[src/logic/swpc_map.svh]
// Constants for the wake and power sequencer: timing counts and resets.
// Assumes a 100 MHz always-on clock from the standby rail.
`ifndef SWPC_MAP_SVH
`define SWPC_MAP_SVH

// Clock period in ns
`define SWPC_CLK_NS 10
// Long-press threshold of the power switch, in ms
`define SWPC_LONG_PRESS_MS 4000
// Long-press threshold in clock cycles; ordered to stay inside 32 bits
`define SWPC_LONG_PRESS_CYC \
    (((`SWPC_LONG_PRESS_MS * 1000) / `SWPC_CLK_NS) * 1000)
// Supply settle time after power good in the working state, in us
`define SWPC_SETTLE_US 100
// Settle time in clock cycles
`define SWPC_SETTLE_CYC ((`SWPC_SETTLE_US * 1000) / `SWPC_CLK_NS)
// Width of the press and settle counters
`define SWPC_CNT_W 32
// Reset value of the remembered power state (off)
`define SWPC_LAST_ON_RST 1'b0
// Number of wake sources
`define SWPC_NWAKE 7
// Wake source bit positions
`define SWPC_WK_LAN 0
`define SWPC_WK_RI 1
`define SWPC_WK_RING 2
`define SWPC_WK_USB 3
`define SWPC_WK_KBD 4
`define SWPC_WK_PME 5
`define SWPC_WK_RTC 6

`endif

[src/logic/swpc_pkg.sv]
// Types for the wake and power sequencer.
// Assumes swpc_map.svh defines the constants.
package swpc_pkg;
    // Power states seen by the board
    typedef enum logic [2:0] {
        SWPC_G3,
        SWPC_S0,
        SWPC_S1,
        SWPC_S3,
        SWPC_S5,
        SWPC_APM_SLEEP,
        SWPC_APM_OFF
    } swpc_pstate_type;

    // Commands that firmware may issue
    typedef enum logic [2:0] {
        SWPC_CMD_NONE,
        SWPC_CMD_OFF,
        SWPC_CMD_S1,
        SWPC_CMD_S3,
        SWPC_CMD_APM_SLEEP
    } swpc_cmd_type;
endpackage

[src/logic/swpc_core.sv]
// Wake and power sequencer: supply, fans, indicator and wake sources.
// Assumes an always-on clock; firmware gives one-cycle command strobes.
//
// Overview of operation
// - Valid power-down command switches supply off
// - After outage restore previous on/off state when soft-off is enabled
// - Switch supply and fans, accept tachometers
// - LAN connector wakes only from soft-off
// - S3 keeps supply, fans off; amber LED
// - Wake in S3 returns to working state
// - Ring wakes from APM off or S3
// - First call restores power, second accesses
// - Serial ring for external, connector internal, in APM off or S3
// - Serial ring resumes from APM sleep or S1 with either modem type; connector ring does not
// - USB activity wakes from S1 or S3
// - Keyboard activity wakes from S1 or S3
// - PME assertion wakes from S1 or S3
// - Long press forces off, short sleeps
`include "swpc_map.svh"

module swpc_core #(
    parameter logic [31:0] LONG_PRESS_CYC = `SWPC_LONG_PRESS_CYC,
    parameter logic [31:0] SETTLE_CYC = `SWPC_SETTLE_CYC
) (
    input wire logic clk_sys_i,
    input wire logic resetn_i,
    input wire logic soft_off_en_i,
    input wire logic ac_present_i,
    input wire logic power_good_i,
    input wire swpc_pkg::swpc_cmd_type cmd_i,
    input wire logic cmd_valid_i,
    input wire logic acpi_mode_i,
    input wire logic led_dual_i,
    input wire logic ext_modem_i,
    input wire logic pwr_btn_n_i,
    input wire logic lan_wake_n_i,
    input wire logic serial_ri_i,
    input wire logic ring_wake_n_i,
    input wire logic usb_wake_i,
    input wire logic kbd_wake_i,
    input wire logic pme_n_i,
    input wire logic rtc_alarm_i,
    input wire logic sys_fan_tach_i,
    input wire logic psu_fan_tach_i,
    output logic psu_on_n_o,
    output logic sys_fan_on_o,
    output logic psu_fan_on_o,
    output logic led_green_o,
    output logic led_amber_o,
    output logic sys_running_o,
    output logic ring_first_call_o,
    output logic sys_fan_tach_o,
    output logic psu_fan_tach_o,
    output swpc_pkg::swpc_pstate_type pstate_o
);
    import swpc_pkg::*;

    localparam int NW = `SWPC_NWAKE;

    logic [NW-1:0] raw_wake;
    logic [NW-1:0] wake_s1;
    logic [NW-1:0] wake_s2;
    logic [NW-1:0] wake_q;
    logic [NW-1:0] wake_pend;
    logic [NW-1:0] wake_allow;
    logic [2:0] misc_s1;
    logic [2:0] misc_s2;
    logic btn_q;
    logic ac_q;
    logic [1:0] tach_s1;
    logic [1:0] tach_s2;
    logic [`SWPC_CNT_W-1:0] press_cnt;
    logic [`SWPC_CNT_W-1:0] settle_cnt;
    logic long_fired;
    logic last_on;
    logic ring_armed;
    logic wake_go;
    logic press_short;
    logic press_long;
    swpc_pstate_type pstate;
    swpc_pstate_type next_pstate;

    // Wake inputs gathered active high
    always_comb begin
        raw_wake = '0;
        raw_wake[`SWPC_WK_LAN] = ~lan_wake_n_i;
        raw_wake[`SWPC_WK_RI] = serial_ri_i;
        raw_wake[`SWPC_WK_RING] = ~ring_wake_n_i;
        raw_wake[`SWPC_WK_USB] = usb_wake_i;
        raw_wake[`SWPC_WK_KBD] = kbd_wake_i;
        raw_wake[`SWPC_WK_PME] = ~pme_n_i;
        raw_wake[`SWPC_WK_RTC] = rtc_alarm_i;
    end

    always_ff @(posedge clk_sys_i or negedge resetn_i) begin
        if (!resetn_i) begin
            wake_s1 <= '0;
            wake_s2 <= '0;
            wake_q <= '0;
            misc_s1 <= 3'h0;
            misc_s2 <= 3'h0;
            tach_s1 <= 2'h0;
            tach_s2 <= 2'h0;
        end else begin
            wake_s1 <= raw_wake;
            wake_s2 <= wake_s1;
            wake_q <= wake_s2;
            misc_s1 <= {~pwr_btn_n_i, ac_present_i, power_good_i};
            misc_s2 <= misc_s1;
            tach_s1 <= {psu_fan_tach_i, sys_fan_tach_i};
            tach_s2 <= tach_s1;
        end
    end

    assign sys_fan_tach_o = tach_s2[0];
    assign psu_fan_tach_o = tach_s2[1];

    // Which sources may wake the present state
    always_comb begin
        wake_allow = '0;
        case (pstate)
            SWPC_S1, SWPC_APM_SLEEP: begin
                // serial ring, keyboard and RTC resume, on one call; USB and PME only from S1
                wake_allow[`SWPC_WK_RI] = 1'b1;
                wake_allow[`SWPC_WK_USB] = pstate == SWPC_S1;
                wake_allow[`SWPC_WK_KBD] = 1'b1;
                wake_allow[`SWPC_WK_PME] = pstate == SWPC_S1;
                wake_allow[`SWPC_WK_RTC] = 1'b1;
            end
            SWPC_S3: begin
                // ring source chosen by modem type
                wake_allow[`SWPC_WK_RI] = ext_modem_i;
                wake_allow[`SWPC_WK_RING] = ~ext_modem_i;
                wake_allow[`SWPC_WK_USB] = 1'b1;
                wake_allow[`SWPC_WK_KBD] = 1'b1;
                wake_allow[`SWPC_WK_PME] = 1'b1;
                wake_allow[`SWPC_WK_RTC] = 1'b1;
            end
            SWPC_S5, SWPC_APM_OFF: begin
                wake_allow[`SWPC_WK_LAN] = 1'b1;
                // ring wake only from APM off
                wake_allow[`SWPC_WK_RI] = (pstate == SWPC_APM_OFF)
                    && ext_modem_i;
                wake_allow[`SWPC_WK_RING] = (pstate == SWPC_APM_OFF)
                    && ~ext_modem_i;
                wake_allow[`SWPC_WK_PME] = pstate == SWPC_S5;
                wake_allow[`SWPC_WK_RTC] = pstate == SWPC_S5;
            end
            default: wake_allow = '0;
        endcase
    end

    // rising edge latched until power is back; set beats clear
    always_ff @(posedge clk_sys_i or negedge resetn_i) begin
        if (!resetn_i) begin
            wake_pend <= '0;
        end else if (pstate == SWPC_S0) begin
            wake_pend <= wake_s2 & ~wake_q & wake_allow;
        end else begin
            wake_pend <= wake_pend | (wake_s2 & ~wake_q & wake_allow);
        end
    end

    assign wake_go = |wake_pend;

    // Power switch press timer
    always_ff @(posedge clk_sys_i or negedge resetn_i) begin
        if (!resetn_i) begin
            btn_q <= 1'b0;
            press_cnt <= '0;
            long_fired <= 1'b0;
        end else begin
            btn_q <= misc_s2[2];
            if (!misc_s2[2]) begin
                press_cnt <= '0;
                long_fired <= 1'b0;
            end else if (press_cnt < LONG_PRESS_CYC) begin
                press_cnt <= press_cnt + 1'b1;
            end else begin
                long_fired <= 1'b1;
            end
        end
    end

    // long press acts while held; short press on release
    assign press_long = misc_s2[2] && (press_cnt >= LONG_PRESS_CYC)
        && !long_fired;
    assign press_short = btn_q && !misc_s2[2] && !long_fired
        && (press_cnt < LONG_PRESS_CYC);

    // Supply return edge detector
    always_ff @(posedge clk_sys_i or negedge resetn_i) begin
        if (!resetn_i) begin
            ac_q <= 1'b0;
        end else begin
            ac_q <= misc_s2[1];
        end
    end

    // Next power state
    always_comb begin
        next_pstate = pstate;
        case (pstate)
            SWPC_G3: begin
                if (misc_s2[1] && !ac_q) begin
                    if (soft_off_en_i && last_on) begin
                        next_pstate = SWPC_S0;
                    end else begin
                        next_pstate = acpi_mode_i ? SWPC_S5 : SWPC_APM_OFF;
                    end
                end
            end
            SWPC_S0: begin
                if (press_long) begin
                    next_pstate = acpi_mode_i ? SWPC_S5 : SWPC_APM_OFF;
                end else if (press_short) begin
                    next_pstate = acpi_mode_i ? SWPC_S1 : SWPC_APM_SLEEP;
                end else if (cmd_valid_i) begin
                    case (cmd_i)
                        SWPC_CMD_OFF: if (soft_off_en_i) begin
                            next_pstate = acpi_mode_i ? SWPC_S5
                                : SWPC_APM_OFF;
                        end
                        SWPC_CMD_S1: next_pstate = SWPC_S1;
                        SWPC_CMD_S3: next_pstate = SWPC_S3;
                        SWPC_CMD_APM_SLEEP: next_pstate = SWPC_APM_SLEEP;
                        default: next_pstate = pstate;
                    endcase
                end
            end
            SWPC_S1, SWPC_S3, SWPC_APM_SLEEP: begin
                // any permitted wake returns to working
                if (press_long) begin
                    next_pstate = acpi_mode_i ? SWPC_S5 : SWPC_APM_OFF;
                end else if (wake_go || press_short) begin
                    next_pstate = SWPC_S0;
                end
            end
            SWPC_S5, SWPC_APM_OFF: begin
                if (wake_go || press_short) begin
                    next_pstate = SWPC_S0;
                end
            end
            default: next_pstate = SWPC_G3;
        endcase
        // Loss of mains overrides everything
        if (!misc_s2[1]) begin
            next_pstate = SWPC_G3;
        end
    end

    always_ff @(posedge clk_sys_i or negedge resetn_i) begin
        if (!resetn_i) begin
            pstate <= SWPC_G3;
        end else begin
            pstate <= next_pstate;
        end
    end

    always_ff @(posedge clk_sys_i or negedge resetn_i) begin
        if (!resetn_i) begin
            last_on <= `SWPC_LAST_ON_RST;
        end else if (pstate != SWPC_G3) begin
            last_on <= (pstate != SWPC_S5) && (pstate != SWPC_APM_OFF);
        end
    end

    // ring from S3 or APM off only restores power; flag for second call
    always_ff @(posedge clk_sys_i or negedge resetn_i) begin
        if (!resetn_i) begin
            ring_armed <= 1'b0;
        end else if ((pstate == SWPC_S3 || pstate == SWPC_APM_OFF)
            && (wake_pend[`SWPC_WK_RI] || wake_pend[`SWPC_WK_RING])) begin
            ring_armed <= 1'b1;
        end else if (pstate != SWPC_S0) begin
            ring_armed <= 1'b0;
        end
    end

    // Settle timer before reporting the system running
    always_ff @(posedge clk_sys_i or negedge resetn_i) begin
        if (!resetn_i) begin
            settle_cnt <= '0;
        end else if (pstate != SWPC_S0 || !misc_s2[0]) begin
            settle_cnt <= '0;
        end else if (settle_cnt < SETTLE_CYC) begin
            settle_cnt <= settle_cnt + 1'b1;
        end
    end

    // supply, fans and indicator from the state
    always_ff @(posedge clk_sys_i or negedge resetn_i) begin
        if (!resetn_i) begin
            psu_on_n_o <= 1'b1;
            sys_fan_on_o <= 1'b0;
            psu_fan_on_o <= 1'b0;
            led_green_o <= 1'b0;
            led_amber_o <= 1'b0;
            sys_running_o <= 1'b0;
            ring_first_call_o <= 1'b0;
            pstate_o <= SWPC_G3;
        end else begin
            // S1 keeps the rail up: the CPU is only stopped
            psu_on_n_o <= !(next_pstate == SWPC_S0
                || next_pstate == SWPC_S1
                || next_pstate == SWPC_APM_SLEEP);
            sys_fan_on_o <= next_pstate == SWPC_S0;
            psu_fan_on_o <= next_pstate == SWPC_S0;
            led_green_o <= next_pstate == SWPC_S0;
            led_amber_o <= led_dual_i && (next_pstate == SWPC_S3
                || next_pstate == SWPC_S1
                || next_pstate == SWPC_APM_SLEEP);
            sys_running_o <= settle_cnt >= SETTLE_CYC;
            ring_first_call_o <= ring_armed;
            pstate_o <= next_pstate;
        end
    end
endmodule

[config.mk]
export PLATFORM = sky130hd
export DESIGN_NAME = swpc_core
export DESIGN_NICKNAME = d
export VERILOG_FILES = /design/src/logic/swpc_pkg.sv /design/src/logic/swpc_core.sv
export VERILOG_INCLUDE_DIRS = /design/src /design/src/logic
export SDC_FILE = /design/constraint.sdc
export NUM_CORES = 1
export LEC_CHECK = 0
export BUFFER_PORTS_ARGS = -buffer_cell sky130_fd_sc_hd__buf_2
export CORE_MARGIN = 2
export CORE_UTILIZATION = 37
export CTS_CLUSTER_DIAMETER = 80
export DETAILED_ROUTE_END_ITERATION = 7
export PLACE_DENSITY = 0.54
export SETUP_SLACK_MARGIN = 0.05
export SLEW_MARGIN = 20
export SYNTH_ARGS = -nofsm -noshare
export SYNTH_HDL_FRONTEND = slang
export SYNTH_SLANG_ARGS = --single-unit
[constraint.sdc]
create_clock -name clk_sys_i -period 2.4 [get_ports clk_sys_i]
set_input_delay 0.48 -clock clk_sys_i [delete_from_list [all_inputs] [get_ports clk_sys_i]]
set_output_delay 0.48 -clock clk_sys_i [all_outputs]
set_load 0.05 [all_outputs]
==> Word level (Yosys, flattened, before mapping) <==
Index checks and enable logic that the tools add are counted.
Widths: inputs -> output; s select.
{ "classes": {"n_reduce_logical": 33, "muxes": 27, "addsub": 2, "eq_ne": 19, "magnitude_cmp": 4, "n_bitwise": 9} }
{ "ops": {"columns": ["operator", "count"], "rows": [
  ["$mux 32", 4],
  ["$add 32x1->32 const B", 2],
  ["$ge 32x14->1 const B", 1],
  ["$ge 32x29->1 const B", 1],
  ["$lt 32x14->1 const B", 1],
  ["$lt 32x29->1 const B", 1],
  ["$mux 3", 10],
  ["$pmux 3 s4", 2],
  ["$eq 3x2->1 const B", 6],
  ["$eq 3x3->1 const B", 5],
  ["$and 7x7->7", 2],
  ["$logic_and 1x1->1", 12],
  ["$eq 3x1->1 const B", 3],
  ["$logic_or 1x1->1", 8],
  ["$mux 7", 1],
  ["$not 7->7", 1],
  ["$or 7x7->7", 1],
  ["$reduce_or 7->1", 1],
  ["$ne 3x3->1 const B", 2],
  ["$pmux 2 s3", 1],
  ["$logic_not 1->1", 5],
  ["$mux 1", 5],
  ["$not 1->1", 5],
  ["$pmux 2 s2", 1],
  ["other kinds (11)", 13]
]} }
{ "word_totals": {"input_bits": 22, "output_inout_bits": 12, "register_bits": 115, "wordCells": 115} }

==> Depth between registers and ports, before layout <==
{ "depth": {"depth_word": 13, "mapped_depth": 8, "depth_no_buf": 7} }

==> Least setup slack after synthesis <==
OpenSTA, ideal clock, no wires.
{ "synth_path": {"path_type": "register to register", "from": "reg pstate_o[0] (netlist name)", "to": "reg settle_cnt[24]", "required_ns": 2.281, "path_slack_ns": 0.283, "arrival_ns": 1.998, "synth_period_minus_slack_ns": 2.117, "path_stages_with_launch": 8, "setup_time_ns": 0.119, "n_path_buf": 1, "path_cell_list": "dfrtp_1 -> inv_1 -> nor3_1 -> buf_4 -> nand2_1 -> o2111ai_1 -> nor3_1 -> o21a_1"} }
{ "synth_rtl": {"columns": ["element", "line", "rtl"], "rows": [
  ["to (signal assigned)", "swpc_core.sv:287", "settle_cnt <= settle_cnt + 1'b1;"],
  ["to (decl)", "swpc_core.sv:73", "logic [`SWPC_CNT_W-1:0] settle_cnt;"]
]} }

==> Final worst setup path <==
{ "layout_path": {"from": "reg press_cnt[28]", "to": "reg led_amber_o"} }
{ "layout_between": {"elab_chain_len": 11, "word_cells_on_any_way": 18, "classes_between": "order compare: 2; eq/ne: 3; mux: 6; reduce/logical: 7"} }
{ "layout_rtl": {"columns": ["element", "line", "rtl"], "rows": [
  ["from (decl)", "swpc_core.sv:72", "logic [`SWPC_CNT_W-1:0] press_cnt;"],
  ["from (signal assigned)", "swpc_core.sv:178", "press_cnt <= press_cnt + 1'b1;"],
  ["$lt 32x29->1", "swpc_core.sv:189", "&& (press_cnt < LONG_PRESS_CYC);"],
  ["$logic_and 1x1->1", "swpc_core.sv:189", null],
  ["$logic_or 1x1->1", "swpc_core.sv:235, swpc_core.sv:240", null],
  ["$mux 3", "swpc_core.sv:235, swpc_core.sv:240", null],
  ["$mux 3", "swpc_core.sv:233", "if (press_long) begin"],
  ["$pmux 3 s4 *", "swpc_core.sv:203", "case (pstate)"],
  ["$mux 3 *", "swpc_core.sv:247", "if (!misc_s2[1]) begin"],
  ["$eq 3x2->1, on equally long branches", "swpc_core.sv:310, swpc_core.sv:311", null],
  ["$logic_or 1x1->1", "swpc_core.sv:311", "|| next_pstate == SWPC_S1"],
  ["$logic_or 1x1->1 *", "swpc_core.sv:312", "|| next_pstate == SWPC_APM_SLEEP);"],
  ["$logic_and 1x1->1 *", "swpc_core.sv:310", "led_amber_o <= led_dual_i && (next_pstate == SWPC_S3"],
  ["to (signal assigned)", "swpc_core.sv:310", null],
  ["to (decl)", "swpc_core.sv:49", "output logic led_amber_o,"]
]} }
Mark *: on every way between the ends. The rest lies on a longest branch, timed or not.
A chain may end at the register's enable or synchronous reset.

==> impl_metrics.json <==
{
  "cts_tree": "yes",
  "setup.worst_path.start_class": "flip-flop",
  "grt_pass1_wl_um": 18200,
  "clockBufferDepth": 2,
  "vias_per_cell": 4.95,
  "cts.htree.levels": 4,
  "crit_path_cell_trace": "a2111oi_4, nand2_2, o211ai_4, o22ai_2, a221oi_2, nand2_1, o2111a_1",
  "critPathTopFamily": "compound AO/OA/AOI/OAI gates",
  "r2r_start": "press_cnt[28]",
  "cp_data_required_time_ns": 2.70,
  "core_um2": 13700,
  "synth_top_cell_by_area": "dfrtp_1",
  "ys_async_sr_fraction_pct": 100,
  "fin_nets": 555,
  "rsz0062_at_grt": "yes",
  "drc": 0,
  "reg2reg_to": "led_amber_o",
  "synth_edf_count": 0,
  "fp.dieW_um": 122,
  "postRouteAntennaNets": 0,
  "crit_type": "reg2reg",
  "initial_core_util_pct": 37.6,
  "via_count": 3572,
  "placementRows": 43,
  "clkTransAtPathRegs_ns": 0.06,
  "cp_slowest_cell": "a2111oi_4",
  "critPathCaptureType": "flip-flop",
  "ys_types": 67,
  "slew_headroom_pct": 59.5,
  "power_density_nw_per_um2": 798,
  "power.leakage_uw": 0.00302,
  "dieArea_um2": 14900,
  "gp_congestion": 0.865,
  "whs_ns": 0.0218,
  "hold_path.class": "in2async",
  "status": "finished, final reports clean",
  "place_hpwl_um": 6890,
  "worst_pin_slew_ns": 0.606,
  "grt_overflow": 0,
  "setup_viol": 0,
  "cts_num_sinks": 115,
  "clk_latency_ns": 0.42,
  "ys_seq_area_share_pct": 55.8,
  "drv_slew": 0,
  "ys.flop_type": "dfrtp_1",
  "path_depth": 7,
  "finalCriticalPeriod_ns": 2.32,
  "final_layout_size_suffix_gt1_share_pct": 22.9,
  "fillerInstances": 1280,
  "first_pass_iters": 4,
  "syn-num-nets": 497,
  "ys_warn_count": 0,
  "cp.arrival_ns": 2.62,
  "wl_um": 10600,
  "ir_drop_mv": 0.513,
  "synth_area_per_cell_um2": 10.9,
  "num_antenna_cells": 0,
  "die_h_um": 122,
  "synthTopCellsByArea": "dfrtp_1 55%, xor2_1 3.2%, nand2_1 2.8%, and2_1 2.8%, nor2_1 2.5%",
  "netlist_area_um2": 5160,
  "period_share_pct": 96.7,
  "grt_pass1_vias": 3708,
  "drt_iter0_drc": 222,
  "antenna_found_initial": 0,
  "maxCapViolations": 0,
  "port_buffers": 33,
  "clockRootBuffer": "clkbuf_16",
  "critical_path_buf_inv_count": 0,
  "path_max_fanout": 6,
  "mostFrequentLayoutCells": "114 x dfrtp_1, 39 x nand2_1, 35 x nor2_1",
  "synth-seq-cells": 115,
  "area_delta_synth_final_pct": 23.2,
  "cts.hold.buffers_added": 0,
  "worstRegToRegCells": 7,
  "max_freq_ghz": 0.431,
  "hold_violations": 0,
  "slowest_delay_ns": 0.49,
  "rrSetupSlack_ns": 0.08,
  "syn_inst": 471,
  "cts_buffers": 17,
  "fin_setup_tns_ns": 0,
  "grtUsageTotal_pct": 15.8,
  "pin_count": 34,
  "post_drt_wl_per_cell_um": 14.6,
  "skew_ns": 0.00745,
  "final_common_cell": "dfrtp_1",
  "grt_max_degree": 46,
  "synth_top_area_share_pct": 55.3
}
[cell usage after synthesis, types with 2 or more instances]
library cell,instances
and2_1,23
nor2_1,35
nor2b_1,4
nor4_4,2
ha_1,4
a2111oi_0,2
nor3_1,6
nand2_1,39
xor2_1,19
xnor2_1,10
o21a_1,3
and4_1,2
nor4_1,11
and3_1,20
nor3b_1,3
or3_1,6
a21boi_1,3
a21boi_0,3
o31ai_1,2
clkbuf_1,10
a31oi_1,3
a21oi_1,13
inv_1,28
nand4b_1,2
mux2i_1,8
nor3_2,5
o211ai_1,2
nand2b_1,6
nand3_1,19
o21ai_2,2
o21ai_0,16
nand4_1,6
nand4_4,2
o21bai_1,2
a221oi_2,2
dfrtp_1,114
buf_4,4
[cells by family after synthesis]
kind of cell    Yosys count  share of synthesized area, %
fa+ha+maj                 4                         0.971
flops                   115                          55.8
compound gates           69                          10.3
mux                       8                          1.55
buf+inv                  44                          3.64
simple gates            202                          22.8
xor+xnor                 29                          4.93
[state kept, by name, indices dropped and copies added (netlist names), 3 cells and up]
name	cells
wake_s2	7
settle_cnt	32
misc_s2	3
wake_q	7
pstate_o	3
wake_s1	7
wake_pend	7
press_cnt	32
misc_s1	3
[per-stage QoR]
| step | power, uW | worst slack (ns) | instance area [um2] | util (%) | cells |
|---|---|---|---|---|---|
| floorplan | 2510 | 0.283 | 5160 | - | 471 |
| global route | 5310 | -0.0740 | 6350 | 46.3 | 722 |
| detailed placement | 2730 | 0.0304 | 5600 | 40.8 | 683 |
| CTS | 5120 | 0.0511 | 6180 | 45.0 | 715 |
| global placement | 2710 | 0.112 | 5600 | 40.8 | 683 |
| finish | 5070 | 0.0796 | 6350 | 46.3 | 722 |
[cell type report]
type	instances	area (um2)	area share [%]
inverter	28	105	1.65
clock inverter	15	135	2.13
multi-input combinational	312	2200	34.6
tap	180	225	3.55
sequential	115	2880	45.3
clock buffer	17	425	6.70
timing repair buffer	55	387	6.09
[what timing repair did]
item	in CTS	in global routing
buffers inserted	0	7
resized for setup	2	18
endpoints found under the setup margin	2	27
pin swaps	0	12
[how the worst max path moves through the flow]
stage	startpoint	end	slack, ns
after floorplan	pstate_o[0]	settle_cnt[24]	0.28
after global placement	press_cnt[27]	press_cnt[27]	0.11
after detailed placement	press_cnt[27]	press_cnt[27]	0.03
after CTS	press_cnt[27]	press_cnt[15]	0.05
after global routing	press_cnt[28]	led_amber_o	-0.07
final	press_cnt[28]	led_amber_o	0.08
[routing by layer]
metal / vias up / share of wire, % / routed length [um] / GRT usage [%]
li1: 1747 / - / - / -
met1: 1756 / 49 / 5170 / 21.4
met3: 15 / 3.7 / 389 / 5.34
met2: 54 / 46 / 4890 / 23.6
met4: 0 / 1.2 / 127 / 5.96
met5: - / 0 / 0 / 0
[report_power, final]
part	internal, uW	switching [uW]	total [uW]	leakage (uW)
sequential	2040	67.8	2110	0.00151
clock	1430	941	2370	0.000262
combinational	200	397	596	0.00125
Note: power is estimated with default switching activity, not from simulation.
